[config.mk]
export PLATFORM = sky130hd
export DESIGN_NAME = scsm_top
export DESIGN_NICKNAME = d
export VERILOG_FILES = /design/src/scsm_pkg.sv /design/src/scsm_clk_switch.sv /design/src/scsm_edge_watch.sv /design/src/scsm_top.sv
export VERILOG_INCLUDE_DIRS = /design/src /design/src/src
export SDC_FILE = /design/constraint.sdc
export NUM_CORES = 1
export LEC_CHECK = 0
export BUFFER_PORTS_ARGS = -buffer_cell sky130_fd_sc_hd__buf_4
export CAP_MARGIN = 20
export CORE_AREA = 4 4 115 117
export CTS_CLUSTER_DIAMETER = 150
export DETAILED_ROUTE_END_ITERATION = 8
export DIE_AREA = 0 0 119 121
export PLACE_DENSITY = 0.57
export RECOVER_POWER = 100
export SLEW_MARGIN = 20
export SYNTH_ARGS = -nofsm -noshare
export SYNTH_HDL_FRONTEND = slang
export SYNTH_SLANG_ARGS = --single-unit
export TNS_END_PERCENT = 30
[constraint.sdc]
create_clock -name core_clk -period 2.7 [get_ports core_clk]
set_clock_uncertainty 0.15 [all_clocks]
set_input_delay 0.405 -clock core_clk [delete_from_list [all_inputs] [get_ports core_clk]]
set_output_delay 0.405 -clock core_clk [all_outputs]
set_load 0.05 [all_outputs]
[src/scsm_cfg.svh]
`ifndef SCSM_CFG_SVH
`define SCSM_CFG_SVH

`define SCSM_CTRL_ADDR      12'hf86
`define SCSM_UNLOCK_FIRST   8'he7
`define SCSM_UNLOCK_SECOND  8'h18
`define SCSM_CTRL_RESET     8'ha0
`define SCSM_BIT_IRC_EN     7
`define SCSM_BIT_XTAL_EN    6
`define SCSM_BIT_WDT_EN     5
`define SCSM_BIT_SOF_EN     4
`define SCSM_BIT_WDF_EN     3
`define SCSM_SEL_MSB        2
`define SCSM_SEL_IRC_FAST   3'h0
`define SCSM_SEL_IRC_SLOW   3'h1
`define SCSM_SEL_XTAL       3'h2
`define SCSM_SEL_WDT        3'h3
`define SCSM_SEL_EXT        3'h4
`define SCSM_CLK_MHZ        100
`define SCSM_PRI_FAIL_US    1000
`define SCSM_PRI_FAIL_CYC   (`SCSM_PRI_FAIL_US * `SCSM_CLK_MHZ)
`define SCSM_WDT_FAIL_TICKS 8004
`define SCSM_SWITCH_GAP     2

`endif

[src/scsm_pkg.sv]
package scsm_pkg;
  typedef enum logic [1:0] {
    UNLK_IDLE,
    UNLK_FIRST,
    UNLK_OPEN
  } scsm_unlock_t;

  typedef enum logic [1:0] {
    OSC_IRC,
    OSC_XTAL,
    OSC_WDT,
    OSC_EXT
  } scsm_osc_t;
endpackage

[src/scsm_clk_switch.sv]
`timescale 1ns/1ps
`include "scsm_cfg.svh"
// Break-before-make gating of the system clock sources
module scsm_clk_switch #(
  parameter int NSRC = 5,
  parameter int GAP  = `SCSM_SWITCH_GAP
) (
  input  wire logic            core_clk,
  input  wire logic            rst,
  input  wire logic            clk_en,
  input  wire logic [2:0]      req_sel,
  input  wire logic            kill,
  output logic      [NSRC-1:0] gate,
  output logic                 busy
);
  localparam int GW = $clog2(GAP + 1);

  if (GAP < 1 || NSRC > 8) begin : g_chk
    $error("scsm_clk_switch: GAP >= 1 and NSRC <= 8 required");
  end

  logic [2:0]    cur_r;
  logic [GW-1:0] gap_r;
  logic          want;

  assign want = (int'(req_sel) < NSRC) && (req_sel != cur_r);
  assign busy = want || (gap_r != '0);

  always_ff @(posedge core_clk or posedge rst) begin
    if (rst) begin
      cur_r <= 3'h0;
      gap_r <= '0;
    end else if (clk_en) begin
      if (want && gap_r == '0) begin
        gap_r <= GW'(GAP);
      end else if (gap_r == GW'(1)) begin
        gap_r <= '0;
        cur_r <= (int'(req_sel) < NSRC) ? req_sel : cur_r;
      end else if (gap_r != '0) begin
        gap_r <= gap_r - GW'(1);
      end
    end
  end

  // Old gate drops before the gap, new one rises after it
  always_ff @(posedge core_clk or posedge rst) begin
    if (rst) begin
      gate <= NSRC'(1);
    end else if (clk_en) begin
      if (kill || want || gap_r != '0) begin // [RULE23]
        gate <= '0;
      end else begin
        gate <= NSRC'(1) << cur_r;
      end
    end
  end

  one_gate_a: assert property (@(posedge core_clk) disable iff (rst)
    $onehot0(gate)) else $error("more than one source gated"); // [RULE23]
endmodule

[src/scsm_edge_watch.sv]
`timescale 1ns/1ps
// Counts ticks since the last watched edge; pulses on reaching the limit
module scsm_edge_watch #(
  parameter int LIMIT = 8004
) (
  input  wire logic core_clk,
  input  wire logic rst,
  input  wire logic clk_en,
  input  wire logic enable,
  input  wire logic tick,
  input  wire logic edge_seen,
  output logic      timeout
);
  localparam int W = $clog2(LIMIT + 1);

  if (LIMIT < 2) begin : g_chk
    $error("scsm_edge_watch: LIMIT must be at least 2");
  end

  logic [W-1:0] cnt_r;
  logic         hit;

  assign hit = tick && (cnt_r == W'(LIMIT - 1));

  always_ff @(posedge core_clk or posedge rst) begin
    if (rst) begin
      cnt_r <= '0;
    end else if (clk_en) begin
      if (!enable || edge_seen || hit) begin
        cnt_r <= '0;
      end else if (tick) begin
        cnt_r <= cnt_r + W'(1);
      end
    end
  end

  always_ff @(posedge core_clk or posedge rst) begin
    if (rst) begin
      timeout <= 1'b0;
    end else if (clk_en) begin
      timeout <= enable && !edge_seen && hit;
    end
  end

  timeout_cause_a: assert property (@(posedge core_clk) disable iff (rst)
    timeout |-> $past(enable) && $past(cnt_r) == W'(LIMIT - 1))
    else $error("timeout without full count");
endmodule

[src/scsm_top.sv]
`timescale 1ns/1ps
`include "scsm_cfg.svh"
// Operation
// RULE1: Control writes stay blocked until E7 then 18 are written.
// RULE2: First write after unlock updates the register and relocks it.
// RULE3: Any other write sequence leaves the register unchanged.
// RULE4: Unlock values in order, gaps and other accesses allowed.
// RULE5: Software turns off both failure detectors before switching source.
// RULE6: Detection may be re-enabled after a successful select write.
// RULE7: Precision oscillator on after reset; only software turns it off.
// RULE8: Primary failure with detection on raises event and moves to watchdog.
// RULE9: Recovery needs watchdog oscillator enabled, not watchdog reset.
// RULE10: Primary failure declared below about 1 kHz, plus or minus half.
// RULE11: Software keeps primary detection off for slow external clocks.
// RULE12: Watchdog oscillator failure raises event, clock source unchanged.
// RULE13: After watchdog oscillator failure primary detection stops working.
// RULE14: Software clears watchdog detection when it is unusable.
// RULE15: Watchdog failure after 8004 system clocks without its edge.
// RULE16: With detection and all working sources off the device stops.
// RULE17: Software enables crystal and waits before selecting it.
// RULE18: Software enables watchdog oscillator and waits before selecting it.
// RULE19: Bit 7 precision oscillator enable, bit 5 watchdog enable, both 1.
// RULE20: Bit 6 crystal enable resets 0 and overrides crystal pin I/O.
// RULE21: Bit 4 primary detection, bit 3 watchdog detection, both reset 0.
// RULE22: Bits 2..0 select source, reset 000, codes 101..111 reserved.
// RULE23: Source switches never glitch the system clock.
module scsm_top #(
  parameter int PRI_FAIL_CYC   = `SCSM_PRI_FAIL_CYC,
  parameter int WDT_FAIL_TICKS = `SCSM_WDT_FAIL_TICKS
) (
  input  wire logic        core_clk,
  input  wire logic        rst,
  input  wire logic        clk_en,
  input  wire logic [11:0] reg_addr,
  input  wire logic [7:0]  reg_wdata,
  input  wire logic        reg_wr,
  input  wire logic        reg_rd,
  output logic      [7:0]  reg_rdata,
  input  wire logic [3:0]  osc_level,
  output logic             internal_rc_enable,
  output logic             crystal_enable,
  output logic             crystal_pin_override,
  output logic             watchdog_osc_enable,
  output logic      [4:0]  sysclk_gate,
  output logic             sysclk_fail_event,
  output logic             watchdog_osc_fail_event,
  output logic             clock_stopped
);
  import scsm_pkg::*;

  if (PRI_FAIL_CYC < 2 || WDT_FAIL_TICKS < 2) begin : g_chk
    $error("scsm_top: failure limits must be at least 2");
  end

  scsm_unlock_t unlk_r;
  scsm_unlock_t unlk_nxt;
  logic [7:0]   ctrl_r;
  logic [7:0]   ctrl_nxt;
  logic [3:0]   osc_prev_r;
  logic [3:0]   osc_rise;
  scsm_osc_t    sel_osc;
  logic         sel_rise;
  logic         sel_enabled;
  logic         ctrl_wr;
  logic         pri_timeout;
  logic         wdt_timeout;
  logic         pri_watch_en;
  logic         wdt_watch_en;
  logic         can_recover;
  logic         switch_busy;
  logic         wdt_failed_r;
  logic [2:0]   sel_field;

  assign ctrl_wr   = reg_wr && (reg_addr == `SCSM_CTRL_ADDR);
  assign sel_field = ctrl_r[`SCSM_SEL_MSB:0];

  // Per-source rising edge detect on synchronous oscillator levels
  for (genvar i = 0; i < 4; i++) begin : g_edge
    always_ff @(posedge core_clk or posedge rst) begin
      if (rst) begin
        osc_prev_r[i] <= 1'b0;
      end else if (clk_en) begin
        osc_prev_r[i] <= osc_level[i];
      end
    end
    assign osc_rise[i] = osc_level[i] && !osc_prev_r[i];
  end

  always_comb begin
    unique case (sel_field) // [RULE22]
      `SCSM_SEL_IRC_FAST: sel_osc = OSC_IRC;
      `SCSM_SEL_IRC_SLOW: sel_osc = OSC_IRC;
      `SCSM_SEL_XTAL:     sel_osc = OSC_XTAL;
      `SCSM_SEL_WDT:      sel_osc = OSC_WDT;
      `SCSM_SEL_EXT:      sel_osc = OSC_EXT;
      default:            sel_osc = OSC_IRC;
    endcase
  end

  assign sel_rise = osc_rise[sel_osc];

  always_comb begin
    unique case (sel_osc)
      OSC_IRC:  sel_enabled = ctrl_r[`SCSM_BIT_IRC_EN];
      OSC_XTAL: sel_enabled = ctrl_r[`SCSM_BIT_XTAL_EN];
      OSC_WDT:  sel_enabled = ctrl_r[`SCSM_BIT_WDT_EN];
      OSC_EXT:  sel_enabled = 1'b1;
    endcase
  end

  // Unlock sequencer; only writes to the control address move it
  always_comb begin
    unlk_nxt = unlk_r;
    if (ctrl_wr) begin
      unique case (unlk_r)
        UNLK_IDLE: begin
          unlk_nxt = (reg_wdata == `SCSM_UNLOCK_FIRST) ? UNLK_FIRST : UNLK_IDLE; // [RULE1]
        end
        UNLK_FIRST: begin
          if (reg_wdata == `SCSM_UNLOCK_SECOND) begin
            unlk_nxt = UNLK_OPEN; // [RULE1]
          end else if (reg_wdata == `SCSM_UNLOCK_FIRST) begin
            unlk_nxt = UNLK_FIRST;
          end else begin
            unlk_nxt = UNLK_IDLE; // [RULE3]
          end
        end
        UNLK_OPEN: begin
          unlk_nxt = UNLK_IDLE; // [RULE2]
        end
        default: begin
          unlk_nxt = UNLK_IDLE;
        end
      endcase
    end
  end

  always_ff @(posedge core_clk or posedge rst) begin
    if (rst) begin
      unlk_r <= UNLK_IDLE;
    end else if (clk_en) begin
      unlk_r <= unlk_nxt; // [RULE4]
    end
  end

  // Recovery forces the watchdog source and wins over a software write
  assign can_recover = ctrl_r[`SCSM_BIT_WDT_EN] && !wdt_failed_r;

  always_comb begin
    ctrl_nxt = ctrl_r;
    if (ctrl_wr && unlk_r == UNLK_OPEN) begin
      ctrl_nxt = reg_wdata; // [RULE2]
    end
    if (pri_timeout && can_recover) begin
      ctrl_nxt[`SCSM_SEL_MSB:0] = `SCSM_SEL_WDT; // [RULE8] [RULE9]
    end
  end

  always_ff @(posedge core_clk or posedge rst) begin
    if (rst) begin
      ctrl_r <= `SCSM_CTRL_RESET; // [RULE7] [RULE19] [RULE20] [RULE21] [RULE22]
    end else if (clk_en) begin
      ctrl_r <= ctrl_nxt;
    end
  end

  always_ff @(posedge core_clk or posedge rst) begin
    if (rst) begin
      reg_rdata <= 8'h00;
    end else if (clk_en) begin
      reg_rdata <= (reg_rd && reg_addr == `SCSM_CTRL_ADDR) ? ctrl_r : 8'h00;
    end
  end

  always_ff @(posedge core_clk or posedge rst) begin
    if (rst) begin
      internal_rc_enable   <= 1'b1;
      crystal_enable       <= 1'b0;
      crystal_pin_override <= 1'b0;
      watchdog_osc_enable  <= 1'b1;
    end else if (clk_en) begin
      internal_rc_enable   <= ctrl_nxt[`SCSM_BIT_IRC_EN]; // [RULE7] [RULE19]
      crystal_enable       <= ctrl_nxt[`SCSM_BIT_XTAL_EN]; // [RULE20]
      crystal_pin_override <= ctrl_nxt[`SCSM_BIT_XTAL_EN]; // [RULE20]
      watchdog_osc_enable  <= ctrl_nxt[`SCSM_BIT_WDT_EN]; // [RULE19]
    end
  end

  // Primary watch: core cycles between selected-source edges
  assign pri_watch_en = ctrl_r[`SCSM_BIT_SOF_EN] && !wdt_failed_r && !switch_busy; // [RULE13]

  scsm_edge_watch #(
    .LIMIT(PRI_FAIL_CYC)
  ) u_pri_watch (
    .core_clk (core_clk),
    .rst      (rst),
    .clk_en   (clk_en),
    .enable   (pri_watch_en),
    .tick     (1'b1),
    .edge_seen(sel_rise),
    .timeout  (pri_timeout)
  ); // [RULE10]

  // Watchdog watch: system clock edges between watchdog edges
  assign wdt_watch_en = ctrl_r[`SCSM_BIT_WDF_EN] && ctrl_r[`SCSM_BIT_WDT_EN] &&
                        (sel_osc != OSC_WDT) && !wdt_failed_r;

  scsm_edge_watch #(
    .LIMIT(WDT_FAIL_TICKS)
  ) u_wdt_watch (
    .core_clk (core_clk),
    .rst      (rst),
    .clk_en   (clk_en),
    .enable   (wdt_watch_en),
    .tick     (sel_rise),
    .edge_seen(osc_rise[OSC_WDT]),
    .timeout  (wdt_timeout)
  ); // [RULE15]

  always_ff @(posedge core_clk or posedge rst) begin
    if (rst) begin
      wdt_failed_r <= 1'b0;
    end else if (clk_en && wdt_timeout) begin
      wdt_failed_r <= 1'b1; // [RULE13]
    end
  end

  always_ff @(posedge core_clk or posedge rst) begin
    if (rst) begin
      sysclk_fail_event       <= 1'b0;
      watchdog_osc_fail_event <= 1'b0;
    end else if (clk_en) begin
      sysclk_fail_event       <= pri_timeout; // [RULE8]
      watchdog_osc_fail_event <= wdt_timeout; // [RULE12]
    end
  end

  // Selected source off and no recovery path: only reset restarts
  always_ff @(posedge core_clk or posedge rst) begin
    if (rst) begin
      clock_stopped <= 1'b0;
    end else if (clk_en) begin
      if (!sel_enabled && !(ctrl_r[`SCSM_BIT_SOF_EN] && can_recover)) begin
        clock_stopped <= 1'b1; // [RULE16]
      end
    end
  end

  scsm_clk_switch #(
    .NSRC(5),
    .GAP (`SCSM_SWITCH_GAP)
  ) u_switch (
    .core_clk(core_clk),
    .rst     (rst),
    .clk_en  (clk_en),
    .req_sel (sel_field),
    .kill    (clock_stopped),
    .gate    (sysclk_gate),
    .busy    (switch_busy)
  ); // [RULE23]

  locked_no_change_a: assert property (@(posedge core_clk) disable iff (rst) // [RULE1]
    clk_en && ctrl_wr && unlk_r != UNLK_OPEN && !pri_timeout |=> $stable(ctrl_r))
    else $error("locked write changed control");

  open_write_relock_a: assert property (@(posedge core_clk) disable iff (rst) // [RULE2]
    clk_en && ctrl_wr && unlk_r == UNLK_OPEN && !pri_timeout
    |=> ctrl_r == $past(reg_wdata) && unlk_r == UNLK_IDLE)
    else $error("unlocked write not applied or not relocked");

  bad_second_a: assert property (@(posedge core_clk) disable iff (rst) // [RULE3]
    clk_en && ctrl_wr && unlk_r == UNLK_FIRST && reg_wdata != `SCSM_UNLOCK_SECOND
    |=> unlk_r != UNLK_OPEN)
    else $error("wrong second value unlocked");

  other_access_a: assert property (@(posedge core_clk) disable iff (rst) // [RULE4]
    clk_en && !ctrl_wr |=> unlk_r == $past(unlk_r))
    else $error("foreign access moved unlock state");

  recover_switch_a: assert property (@(posedge core_clk) disable iff (rst) // [RULE8]
    clk_en && pri_timeout && can_recover
    |=> sysclk_fail_event && sel_field == `SCSM_SEL_WDT)
    else $error("primary failure not recovered");

  no_recover_a: assert property (@(posedge core_clk) disable iff (rst) // [RULE9]
    clk_en && pri_timeout && !ctrl_r[`SCSM_BIT_WDT_EN] && !(ctrl_wr && unlk_r == UNLK_OPEN)
    |=> $stable(sel_field))
    else $error("recovery without watchdog oscillator");

  wdt_event_a: assert property (@(posedge core_clk) disable iff (rst) // [RULE12]
    clk_en && wdt_timeout && !ctrl_wr && !pri_timeout
    |=> watchdog_osc_fail_event && $stable(sel_field))
    else $error("watchdog failure event wrong");

  pri_dead_a: assert property (@(posedge core_clk) disable iff (rst) // [RULE13]
    wdt_failed_r |=> !sysclk_fail_event [*3])
    else $error("primary event after watchdog failure");

  irc_stays_a: assert property (@(posedge core_clk) disable iff (rst) // [RULE7]
    clk_en && !(ctrl_wr && unlk_r == UNLK_OPEN) && ctrl_r[`SCSM_BIT_IRC_EN]
    |=> ctrl_r[`SCSM_BIT_IRC_EN])
    else $error("precision oscillator dropped by hardware");

  stop_sticky_a: assert property (@(posedge core_clk) disable iff (rst) // [RULE16]
    clock_stopped |=> clock_stopped && sysclk_gate == 5'h00)
    else $error("stopped state left without reset");
endmodule

==> impl_table.tex, run 1 <==
\begin{tabular}{lr}
\hline
Metric & Value \\
\hline
\multicolumn{2}{l}{\textbf{Timing}} \\
\quad RSZ-0062 raised after global routing & no \\
\quad Final setup viols & 0 \\
\quad Worst slew margin relative to its limit & 0.304 \\
\quad Tcrit/Tclk final & 0.917 \\
\quad Hold violation count in the final report & 0 \\
\quad Final setup TNS & 0 ns \\
\quad Worst-Margin Slew & about 1.0 ns \\
\quad Pins over their slew limit & 0 \\
\quad Timing-limited maximum frequency & approximately 400 MHz \\
\quad Shortest clock period the worst path allows after layout & $\sim$2.5 ns \\
\multicolumn{2}{l}{\textbf{Power}} \\
\quad Peak supply drop & between 200 and 250 µV \\
\quad Clock power share & 0.474 \\
\quad Pwr Density & around 570 mW/mm² \\
\quad Leakage Power & between 0.0015 and 0.002 µW \\
\quad Relative contribution of sequential cells to total power & 0.436 \\
\quad Switching fraction of total power & 0.234 \\
\quad Power Internal & $\sim$1900 µW \\
\quad Logic pwr share & 0.090 \\
\quad NetSw & about 570 µW \\
\quad Post-layout power & around 2400 µW \\
\multicolumn{2}{l}{\textbf{Synth}} \\
\quad Proportion of synthesized flip-flops having asynchronous set or reset & 1.00 \\
\quad Area share of xor/xnor cells in the synthesized design & 0.0355 \\
\quad Count of distinct cell types in the synthesized netlist & between 50 and 60 \\
\quad Synthesized net count & approximately 370 \\
\quad Ys Warns & 0 \\
\quad Adder-cell share of the synthesized area & 0.0145 \\
\quad Main flop type after synthesis & dfrtp\_1 \\
\quad Instance count of the mapped netlist & between 300 and 400 \\
\quad Share of synthesized area spent on multiplexers & 0.0626 \\
\quad Count of state elements after synthesis & between 60 and 70 \\
\quad Seq/Total Area, Yosys & 0.493 \\
\quad Synthesized cell area & about 0.0035 mm² \\
\quad Largest family of logic cells by synthesized area & simple AND/OR/NAND/NOR gates \\
\quad Share of the synthesized area in the top cell type & 0.471 \\
\quad Post-Syn Area per Cell & 10.3 µm² \\
\quad Compound-gate portion of the synthesized area & 0.136 \\
\quad Number of flops mapped to enable cells by yosys & 0 \\
\quad Largest area contributor in the netlist & dfrtp\_1 \\
\quad Cells taking the most area after synthesis & dfrtp\_1, mux2\_2, nand2\_1, a22o\_1, nand3\_1 \\
\quad Area fraction in and, or, nand and nor cells after synthesis & 0.221 \\
\multicolumn{2}{l}{\textbf{CTS}} \\
\quad Post-CTS Setup Repair Bufs & 0 \\
\quad Maximum buffer depth of the clock tree & 2 \\
\quad Clock network latency to the later pin of the worst-skew pair & between 0.3 and 0.4 ns \\
\quad Count of H-tree levels built during CTS & 3 \\
\quad Total clock buffers created by CTS & 9 \\
\quad CTS root buffer & clkbuf\_16 \\
\quad Sinks on Clock Net & between 60 and 70 \\
\quad Clock tree from TritonCTS & built \\
\quad CTS clock-pin slew for the worst setup and hold paths & approximately 0.060 ns \\
\multicolumn{2}{l}{\textbf{Final layout}} \\
\quad Area growth, synth to finish & 23.0\% \\
\quad Count of non-filler cells in the finished layout & between 500 and 600 \\
\quad Share of layout cells above drive strength 1 & 0.178 \\
\quad NumNets Final & about 420 \\
\quad Most used cells in the layout excluding fill and tap cells & dfrtp\_1, buf\_4, clkbuf\_1 \\
\quad Leading cell type in the layout, fill and taps excluded & dfrtp\_1 \\
\quad Count of inserted antenna diode cells & 0 \\
\multicolumn{2}{l}{\textbf{Worst hold path}} \\
\quad Number of stages on the worst hold path & 2 \\
\quad Worst min-delay path category & input port to flop \\
\multicolumn{2}{l}{\textbf{Critical path}} \\
\quad Required arrival time at the worst endpoint & 2.76 ns \\
\quad Endpoint arrival time on the critical path & roughly 2.5 ns \\
\quad R2R cell count & 5 \\
\quad Highest fanout seen on the critical path & 12 \\
\quad Type of element launching the critical path & flop \\
\quad WS Path Type & flop to flop \\
\quad Kind of end point of the critical path & flop \\
\multicolumn{2}{l}{\textbf{Route}} \\
\quad Total wirelength of the detailed-routed design & between 7000 and 8000 µm \\
\quad Routed vias & $\sim$2.8k \\
\quad Detailed-route wire length per cell & roughly 14 µm \\
\quad Total iterations of the first detailed-routing run & 4 \\
\quad Count of antenna-violating nets left after detailed routing & 0 \\
\quad Length of routed wiring on met1 & between 3000 and 4000 µm \\
\quad Total met3 wirelength after detailed routing & 439 µm \\
\quad Top layer reached by signal wires & met4 \\
\quad Initial DRC Count & between 100 and 150 \\
\quad Post-route DRC & 0 \\
\quad Total length of routed met2 wires & $\sim$3700 µm \\
\quad Via/cell ratio & $\sim$5.0 \\
\multicolumn{2}{l}{\textbf{Floorplan}} \\
\quad Top-level port count & a little under 50 \\
\quad Initial Utilization & 0.280 \\
\quad Die W & about 120 µm \\
\quad Die outline area & 0.0144 mm² \\
\quad Placeable core area & between 0.01 and 0.015 mm² \\
\quad Standard-cell rows & 41 \\
\quad Floorplan die height & roughly 120 µm \\
\multicolumn{2}{l}{\textbf{Global route}} \\
\quad Global-route wire length before repair & around 13,000 µm \\
\quad Via count of the first global-routing pass & 2,733 \\
\quad Total grt overflow & 0 \\
\quad Gr usage total & 0.114 \\
\quad Number of antenna violations at the first check in global routing & 0 \\
\quad Pin count of the biggest net entering global routing & 48 \\
\multicolumn{2}{l}{\textbf{Flow run}} \\
\quad Count of max-cap constraint violations & 0 \\
\multicolumn{2}{l}{\textbf{Placed design}} \\
\quad Last weighted congestion value of the routability-driven placer & 0.755 \\
\quad Placed cells & 550 \\
\quad HPWL reported at the end of detailed placement & between 5000 and 6000 µm \\
\quad Input/output buffers & 48 \\
\multicolumn{2}{l}{\textbf{Run status}} \\
\quad Result of the run & completed \\
\hline
\end{tabular}
[cells by family after synthesis]
group,after synthesis
DFF,68
and+or+nand+nor,134
muxes,20
adders and majority gates,4
AOI/OAI and AO/OA,65
buffers and inverters,29
xor gates and xnor gates,14
[worst max-delay path: stages (launching register included)]
cell and delay, ns:
dfrtp_1 0.42, or4b_2 0.69, nor4_2 0.54, o31a_1 0.21, clkbuf_2 0.26, nor2_1 0.09
[stage by stage]
step	util	hold slack (ns)	instance area [µm²]	worst slack [ns]
after floorplan	-	0.300	3460	0.400
final	0.344	0.121	4250	0.225
after global routing	0.344	0.126	4250	0.104
after CTS	0.353	0.116	4360	0.232
after global placement	0.328	0.314	4060	0.271
after detailed placement	0.328	0.322	4060	0.236
[per-layer routing]
layer	vias to the layer above	GRT usage
met5	-	0
met4	0	0.0398
met3	9	0.0396
met2	64	0.177
met1	1398	0.149
li1	1345	-
[state kept, by name, indices dropped and copies added (netlist names)]
register / cells
clock_stopped: 1
ctrl_r: 8
osc_prev_r: 4
reg_rdata: 8
sysclk_fail_event: 1
u_pri_watch.cnt_r: 17
u_pri_watch.timeout: 1
u_switch.cur_r: 3
u_switch.gap_r: 2
u_switch.gate: 5
u_wdt_watch.cnt_r: 13
u_wdt_watch.timeout: 1
unlk_r: 2
watchdog_osc_fail_event: 1
wdt_failed_r: 1
[worst paths after layout]
check | from | endpoint | slack [ns]
max reg2reg | u_pri_watch.cnt_r[8] | u_pri_watch.cnt_r[7] | 0.23
min reg2reg | u_switch.gate[0] | u_switch.gate[0] | 0.34
max in group asynchronous | rst | u_wdt_watch.cnt_r[4] | 0.54
min | reg_wdata[3] | unlk_r[0] | 0.12
min in group asynchronous | rst | u_pri_watch.cnt_r[9] | 0.65
max | u_pri_watch.cnt_r[8] | u_pri_watch.cnt_r[7] | 0.23
[synth_stat cells (2+ instances only)]
library cell  instances
a21o_1                3
a31oi_1               5
nand4b_1              2
or4bb_1               2
o21ai_0              10
o32ai_1               3
nand4_1               9
mux2_2               13
and2_1                5
and3_1                4
nor2_1               22
o31ai_1               6
dfstp_2               3
xnor2_1               7
nor3_1                5
or3_1                 4
a22o_1               11
clkbuf_1             12
nor4_1                4
nor2b_1               5
o2bb2ai_1             4
nand2b_1              3
buf_2                 2
a31o_2                2
o41ai_1               2
mux2i_1               7
nand2_1              26
inv_1                12
nor4b_1               3
ha_1                  4
nand3b_1              3
nor4bb_1              2
buf_4                 2
or4_1                 6
xor2_1                7
and4_1                5
nand3_1              18
dfrtp_1              65
a21oi_1              11
[power groups by stage]
stage / Sequential [µW] / Clock, µW / Combinational, µW
2_1_floorplan: 1070 / 0 / 148
3_3_place_gp: 1080 / 0 / 216
3_5_place_dp: 1080 / 0 / 226
4_1_cts: 1060 / 1180 / 229
5_1_grt: 1060 / 1230 / 248
6_report: 1060 / 1150 / 220
[timing repair]
item / in CTS / in global routing
endpoints found under the hold margin: 20 / 0
gates resized for setup: 0 / 0
hold buffers: 1 / 0
[layout make-up]
cell class | count | area [µm²]
tap | 172 | 215
sequential | 68 | 1710
fill | 1274 | 8110
timing repair buffer | 62 | 368
multi-input combinational | 237 | 1620
inverter | 12 | 45.0
clock inverter | 4 | 50.0
clock buffer | 11 | 243
No activity file was read; power rests on OpenSTA's default activity.
==> inputs of run 2 (changes only) <==
- CORE_AREA: 4 4 115 117 -> 2 2 113 115
- DIE_AREA: 0 0 119 121 -> 0 0 115 117
==> impl_table.tex, run 2 (same netlist as run 1, synthesis figures left out) <==
\begin{tabular}{lr}
\hline
Metric & Value \\
\hline
\multicolumn{2}{l}{\textbf{Final layout}} \\
\quad Flip-flop count of the largest register, all copies and words added & 17 (unchanged) \\
\quad Leading cell type in the layout, fill and taps excluded & dfrtp\_1 \\
\quad Total area of multi-input combinational cells & 0.00162 mm² (-0.39\%) \\
\quad Register with the highest flop count & u\_pri\_watch.cnt\_r \\
\quad Final cell utilization of the core & 0.342 (-0.00131) \\
\quad Share of layout cells above drive strength 1 & 0.176 (-0.00209) \\
\quad Registers with the most flip-flops & u\_pri\_watch.cnt\_r: 17 flops, u\_wdt\_watch.cnt\_r: 13 flops \\
\quad NumNets Final & 422 (-0.24\%) \\
\quad Most used cells in the layout excluding fill and tap cells & dfrtp\_1, buf\_4, nand2\_1, clkbuf\_1, nor2\_1 \\
\quad Count of inserted antenna diode cells & 0 (unchanged) \\
\quad Final-layout fill cell count & 1,297 (+1.8\%) \\
\quad Area growth, synth to finish & 22.0\% \\
\quad Sequential standard cell area & 0.00171 mm² (unchanged) \\
\multicolumn{2}{l}{\textbf{Timing}} \\
\quad Final setup viols & 0 (unchanged) \\
\quad Tcrit/Tclk final & 0.919 (+0.00252) \\
\quad Final setup TNS & 0 ns (unchanged) \\
\quad Hold violation count in the final report & 0 (unchanged) \\
\quad Worst-Margin Slew & 1.69 ns (+0.648 ns) \\
\quad Pins over their slew limit & 69 (+69) \\
\quad Worst slew margin relative to its limit & -0.128 (-0.432) \\
\quad RSZ-0062 raised after global routing & no \\
\quad Timing-limited maximum frequency & 403 MHz (-0.27\%) \\
\quad Shortest clock period the worst path allows after layout & 2.48 ns (+0.00681 ns) \\
\quad Worst hold-check slack & 0.133 ns (+0.0126 ns) \\
\multicolumn{2}{l}{\textbf{Power}} \\
\quad Peak supply drop & 316 µV (+32\%) \\
\quad Pwr Density & 593 mW/mm² (+3.5\%) \\
\quad Leakage Power & 0.00182 µW (+0.72\%) \\
\multicolumn{2}{l}{\textbf{Placed design}} \\
\quad HPWL reported at the end of detailed placement & 5690 µm (-0.38\%) \\
\quad Input/output buffers & 48 (unchanged) \\
\quad Last weighted congestion value of the routability-driven placer & 0.738 (-2.3\%) \\
\multicolumn{2}{l}{\textbf{Route}} \\
\quad Count of antenna-violating nets left after detailed routing & 0 (unchanged) \\
\quad Total iterations of the first detailed-routing run & 4 (unchanged) \\
\quad Total wirelength of the detailed-routed design & 8130 µm (+1.9\%) \\
\quad Total length of routed met2 wires & 3760 µm (+1.2\%) \\
\quad Total met3 wirelength after detailed routing & 307 µm (-30\%) \\
\quad Via/cell ratio & 5.14 (+3.3\%) \\
\quad Top layer reached by signal wires & met4 \\
\quad Length of routed wiring on met1 & 3940 µm (+5.8\%) \\
\quad Post-route DRC & 0 (unchanged) \\
\quad Detailed-route wire length per cell & 15.0 µm (+6.2\%) \\
\quad Routed vias & 2,790 (-0.92\%) \\
\quad Initial DRC Count & 98 (-28\%) \\
\multicolumn{2}{l}{\textbf{CTS}} \\
\quad Count of H-tree levels built during CTS & 3 (unchanged) \\
\quad Total clock buffers created by CTS & 9 (unchanged) \\
\quad Clock tree from TritonCTS & built \\
\quad Hold\_buf cts & 0 (-1) \\
\quad Maximum buffer depth of the clock tree & 2 (unchanged) \\
\quad Clock network latency to the later pin of the worst-skew pair & 0.33 ns (about the same) \\
\quad Sinks on Clock Net & 68 (unchanged) \\
\quad CTS clock-pin slew for the worst setup and hold paths & 0.06 ns (about the same) \\
\quad Post-CTS Setup Repair Bufs & 0 (unchanged) \\
\quad Post-cts gate resize count & 0 (unchanged) \\
\quad CTS root buffer & clkbuf\_16 \\
\multicolumn{2}{l}{\textbf{Floorplan}} \\
\quad Top-level port count & 49 (unchanged) \\
\quad Standard-cell rows & 41 (unchanged) \\
\quad Die W & 115 µm (-3.4\%) \\
\quad Initial Utilization & 0.281 (+0.00116) \\
\quad Die outline area & 0.0135 mm² (-6.6\%) \\
\quad Placeable core area & 0.0123 mm² (-0.41\%) \\
\quad Floorplan die height & 117 µm (-3.3\%) \\
\multicolumn{2}{l}{\textbf{Worst hold path}} \\
\quad Number of stages on the worst hold path & 2 (unchanged) \\
\quad Worst min-delay path category & input port to flop \\
\multicolumn{2}{l}{\textbf{Flow run}} \\
\quad Count of max-cap constraint violations & 1 (+1) \\
\multicolumn{2}{l}{\textbf{Critical path}} \\
\quad R2R cell count & 6 (+1) \\
\quad Required arrival time at the worst endpoint & 2.80 ns (+0.04 ns) \\
\quad WS Path Type & flop to flop \\
\quad Kind of end point of the critical path & flop \\
\quad Type of element launching the critical path & flop \\
\quad Endpoint arrival time on the critical path & 2.58 ns (+0.05 ns) \\
\quad Highest fanout seen on the critical path & 13 (+1) \\
\multicolumn{2}{l}{\textbf{Global route}} \\
\quad Global-route wire length before repair & 13,800 µm (+3.6\%) \\
\quad Gr usage total & 0.130 (+0.0153) \\
\quad Number of antenna violations at the first check in global routing & 0 (unchanged) \\
\quad Via count of the first global-routing pass & 2,842 (+4.0\%) \\
\quad Total grt overflow & 0 (unchanged) \\
\quad Pin count of the biggest net entering global routing & 69 (+44\%) \\
\multicolumn{2}{l}{\textbf{Run status}} \\
\quad Failing checks & capacitance limit, slew limit \\
\quad Result of the run & finished, violations left \\
\hline
\end{tabular}
-- run 2: cell types whose count changed in the layout (fill, tap and decap cells not counted) --
cell / change
buf_4: -1
bufinv_16: +1
clkbuf_1: -1
clkbuf_2: +1
clkbuf_8: -1
clkinv_2: +3
clkinvlp_4: -2
dlygate4sd3_1: -1
mux2_1: +1
mux2_2: -1
nor4_1: +1
nor4_2: -1
-- run 2: layer usage --
layer | global-route usage | vias up
li1 | - | 1344
met5 | 0 | -
met1 | 0.165 | 1371
met3 | 0.0335 | 10
met2 | 0.213 | 65
met4 | 0.0498 | 0
-- run 2: final timing paths --
kind	from	to	slack (ns)
hold reg to reg	wdt_failed_r	wdt_failed_r	0.33
setup reg to reg	ctrl_r[0]	u_wdt_watch.cnt_r[4]	0.22
min in group asynchronous	rst	u_pri_watch.cnt_r[15]	0.51
max in group asynchronous	rst	u_pri_watch.timeout	0.85
hold / removal	reg_wdata[3]	unlk_r[0]	0.13
setup / recovery	ctrl_r[0]	u_wdt_watch.cnt_r[4]	0.22
-- run 2: stage by stage --
stage               power (µW)  std cells  setup slack, ns  cell area (µm²)
finish                    2500        543            0.218             4220
global route              2610        543           0.0628             4220
CTS                       2530        543            0.279             4340
detailed placement        1300        528            0.237             4030
global placement          1290        528            0.301             4030
floorplan                 1220        334            0.400             3460
-- run 2: final cells by class --
class	count	area share
multi-input combinational	237	0.384
tap	150	0.0445
clock inverter	6	0.0190
timing repair buffer	61	0.0843
clock buffer	9	0.0534
sequential	68	0.404
inverter	12	0.0107
-- run 2: worst max-delay path, stage by stage (launching register included) --
cell	delay, ns
dfrtp_1	0.40
or3b_1	0.41
o32a_1	0.31
a31o_1	0.36
clkbuf_1	0.24
or3_1	0.38
a21oi_1	0.16
-- run 2: report_power, final --
part	switching (µW)	internal (µW)	total, µW
combinational	125	88.0	213
sequential	18.3	1040	1060
clock	430	796	1230
==> inputs of run 3 (changes only) <==
- clock period: 2.7 -> 3 ns (I/O delays scaled with it)
==> impl_table.tex, run 3 (same netlist as run 1, synthesis figures left out) <==
\begin{tabular}{lr}
\hline
Metric & Value \\
\hline
\multicolumn{2}{l}{\textbf{Run status}} \\
\quad Result of the run & completed \\
\multicolumn{2}{l}{\textbf{Timing}} \\
\quad Final setup viols & 0 (unchanged) \\
\quad RSZ-0062 raised after global routing & no \\
\quad Hold violation count in the final report & 0 (unchanged) \\
\quad Tcrit/Tclk final & 0.882 (-0.0371) \\
\quad Worst slew margin relative to its limit & 0.239 (+0.366) \\
\quad Shortest clock period the worst path allows after layout & 2.65 ns (+0.164 ns) \\
\quad Timing-limited maximum frequency & 378 MHz (-6.2\%) \\
\quad Final setup TNS & 0 ns (unchanged) \\
\quad Pins over their slew limit & 0 (-100\%) \\
\quad Worst-Margin Slew & 1.14 ns (-0.549 ns) \\
\multicolumn{2}{l}{\textbf{CTS}} \\
\quad Clock network latency to the later pin of the worst-skew pair & 0.33 ns (about the same) \\
\quad CTS clock-pin slew for the worst setup and hold paths & 0.06 ns (about the same) \\
\quad Post-cts gate resize count & 0 (unchanged) \\
\quad Total clock buffers created by CTS & 9 (unchanged) \\
\quad Maximum buffer depth of the clock tree & 2 (unchanged) \\
\quad Clock tree from TritonCTS & built \\
\quad Post-CTS Setup Repair Bufs & 0 (unchanged) \\
\quad Sinks on Clock Net & 68 (unchanged) \\
\quad Hold\_buf cts & 0 (unchanged) \\
\quad Count of H-tree levels built during CTS & 3 (unchanged) \\
\quad CTS root buffer & clkbuf\_16 \\
\multicolumn{2}{l}{\textbf{Critical path}} \\
\quad Required arrival time at the worst endpoint & 3.09 ns (+0.29 ns) \\
\quad Crit path depth & 5 (-1) \\
\quad Termination of the worst setup path & u\_wdt\_watch.cnt\_r[11] \\
\quad Crit path cell chain & or3b\_1 > o32a\_1 > a31o\_1 > or4\_1 > a21oi\_1 \\
\quad Reg-to-reg slack, setup & 0.35 ns (+0.14 ns) \\
\quad Endpoint arrival time on the critical path & 2.74 ns (+0.16 ns) \\
\quad WS Path Type & flop to flop \\
\quad Standard cell with the maximum stage delay on the critical path & or4\_1 \\
\quad Highest fanout seen on the critical path & 20 (+7) \\
\quad Type of element launching the critical path & flop \\
\quad Maximum single-stage delay on the critical path & 0.57 ns (+0.16 ns) \\
\quad R2R cell count & 5 (-1) \\
\quad Worst setup path startpoint & ctrl\_r[2] \\
\quad CP Buf/Inv Count & 0 (-1) \\
\quad Kind of end point of the critical path & flop \\
\quad End of the worst register-to-register path & u\_wdt\_watch.cnt\_r[11] \\
\quad Top Family by Delay on Critical Path & simple AND/OR/NAND/NOR gates \\
\quad Worst reg2reg path startpoint & ctrl\_r[2] \\
\multicolumn{2}{l}{\textbf{Final layout}} \\
\quad Final cell utilization of the core & 0.343 (about the same) \\
\quad Register with the highest flop count & u\_pri\_watch.cnt\_r \\
\quad Cell area after layout & 0.00422 mm² (about the same) \\
\quad Share of layout cells above drive strength 1 & 0.171 (-0.00422) \\
\quad Final-layout fill cell count & 1,300 (+0.23\%) \\
\quad Most used cells in the layout excluding fill and tap cells & dfrtp\_1, clkbuf\_1, buf\_4 \\
\quad Flip-flop count of the largest register, all copies and words added & 17 (unchanged) \\
\quad Count of non-filler cells in the finished layout & 541 (-0.37\%) \\
\quad Count of inserted antenna diode cells & 0 (unchanged) \\
\quad NumNets Final & 419 (-0.71\%) \\
\quad Registers with the most flip-flops & u\_pri\_watch.cnt\_r: 17 flops, u\_wdt\_watch.cnt\_r: 13 flops \\
\quad Leading cell type in the layout, fill and taps excluded & dfrtp\_1 \\
\quad Area growth, synth to finish & 22.1\% (about the same) \\
\multicolumn{2}{l}{\textbf{Placed design}} \\
\quad Input/output buffers & 48 (unchanged) \\
\quad Area after DPL & 0.00400 mm² (-0.87\%) \\
\quad Last weighted congestion value of the routability-driven placer & 0.788 (+6.8\%) \\
\quad Placed cells & 525 (-0.57\%) \\
\quad HPWL reported at the end of detailed placement & 5880 µm (+3.3\%) \\
\multicolumn{2}{l}{\textbf{Power}} \\
\quad Peak supply drop & 263 µV (-17\%) \\
\quad Leakage Power & 0.00180 µW (-0.84\%) \\
\quad Pwr Density & 543 mW/mm² (-8.4\%) \\
\quad Post-layout power & 2290 µW (-8.4\%) \\
\multicolumn{2}{l}{\textbf{Floorplan}} \\
\quad Floorplan die height & 117 µm (unchanged) \\
\quad Placeable core area & 0.0123 mm² (unchanged) \\
\quad Die outline area & 0.0135 mm² (unchanged) \\
\quad Die W & 115 µm (unchanged) \\
\quad Top-level port count & 49 (unchanged) \\
\quad Initial Utilization & 0.281 (unchanged) \\
\quad Standard-cell rows & 41 (unchanged) \\
\multicolumn{2}{l}{\textbf{Flow run}} \\
\quad Count of max-cap constraint violations & 0 (-1) \\
\multicolumn{2}{l}{\textbf{Route}} \\
\quad Via/cell ratio & 5.14 (about the same) \\
\quad Initial DRC Count & 109 (+11\%) \\
\quad Post-route DRC & 0 (unchanged) \\
\quad Total iterations of the first detailed-routing run & 4 (unchanged) \\
\quad Count of antenna-violating nets left after detailed routing & 0 (unchanged) \\
\quad Routed vias & 2,781 (-0.32\%) \\
\quad Detailed-route wire length per cell & 14.9 µm (-0.47\%) \\
\quad Total wirelength of the detailed-routed design & 8060 µm (-0.84\%) \\
\multicolumn{2}{l}{\textbf{Worst hold path}} \\
\quad Worst min-delay path category & input port to flop \\
\multicolumn{2}{l}{\textbf{Global route}} \\
\quad Pin count of the biggest net entering global routing & 27 (-61\%) \\
\quad Global-route wire length before repair & 14,000 µm (+1.3\%) \\
\quad Number of antenna violations at the first check in global routing & 0 (unchanged) \\
\quad Gr usage total & 0.132 (+0.00190) \\
\quad Total grt overflow & 0 (unchanged) \\
\quad Via count of the first global-routing pass & 2,917 (+2.6\%) \\
\hline
\end{tabular}
-- run 3: cell count changes in the layout (fill, tap and decap cells not counted), moves of 2 or more --
cell,change
clkbuf_1,+2
clkbuf_2,-2
clkinv_2,-2
buf_4,-3
clkinv_4,+2
-- run 3: worst reg2reg max path, stage by stage (launching register included) --
cell and delay (ns):
dfrtp_1 0.51, or3b_1 0.42, o32a_1 0.32, a31o_1 0.43, or4_1 0.58, a21oi_1 0.16
-- run 3: per-stage QoR --
| step | hold WS [ns] | setup WS (ns) |
|---|---|---|
| CTS | 0.0611 | 0.341 |
| finish | 0.179 | 0.354 |
| floorplan | 0.300 | 0.655 |
| detailed placement | 0.328 | 0.360 |
| global route | 0.169 | 0.217 |
| global placement | 0.328 | 0.468 |
-- run 3: final cells by class --
class	count	area (µm²)	area share
Clock buffer	10	239	0.0566
Multi-Input combinational cell	237	1620	0.385
Timing Repair Buffer	58	330	0.0783
Clock inverter	6	87.6	0.0208
Tap cell	150	188	0.0445
Sequential cell	68	1710	0.404
Inverter	12	45.0	0.0107
-- run 3: where the power goes --
| group | internal [µW] | total, µW | switching, µW | leakage (µW) |
|---|---|---|---|---|
| Sequential | 939 | 956 | 16.5 | 0.000922 |
| Combinational | 79.1 | 196 | 117 | 0.000717 |
| Clock | 750 | 1140 | 391 | 0.000162 |
| Total | 1770 | 2290 | 525 | 0.00180 |
-- run 3: how the worst min path moves through the flow --
| stage | from | endpoint | slack, ns | depth (start not counted) |
|---|---|---|---|---|
| final | reg_wdata[3] | unlk_r[0] | 0.18 | 2 |
| after global routing | reg_wdata[3] | unlk_r[0] | 0.17 | 2 |
| after floorplan | wdt_failed_r | wdt_failed_r | 0.30 | 1 |
| after detailed placement | u_switch.gate[0] | u_switch.gate[0] | 0.33 | 2 |
| after CTS | rst | u_pri_watch.cnt_r[4] | 0.06 | 2 |
| after global placement | wdt_failed_r | wdt_failed_r | 0.33 | 1 |
-- run 3: per-layer routing --
metal	wire length, µm	vias up	global-route usage
met1	3770	1364	0.166
met3	310	8	0.0288
met4	118	0	0.0450
met2	3870	66	0.225
li1	-	1343	-
met5	0	-	0
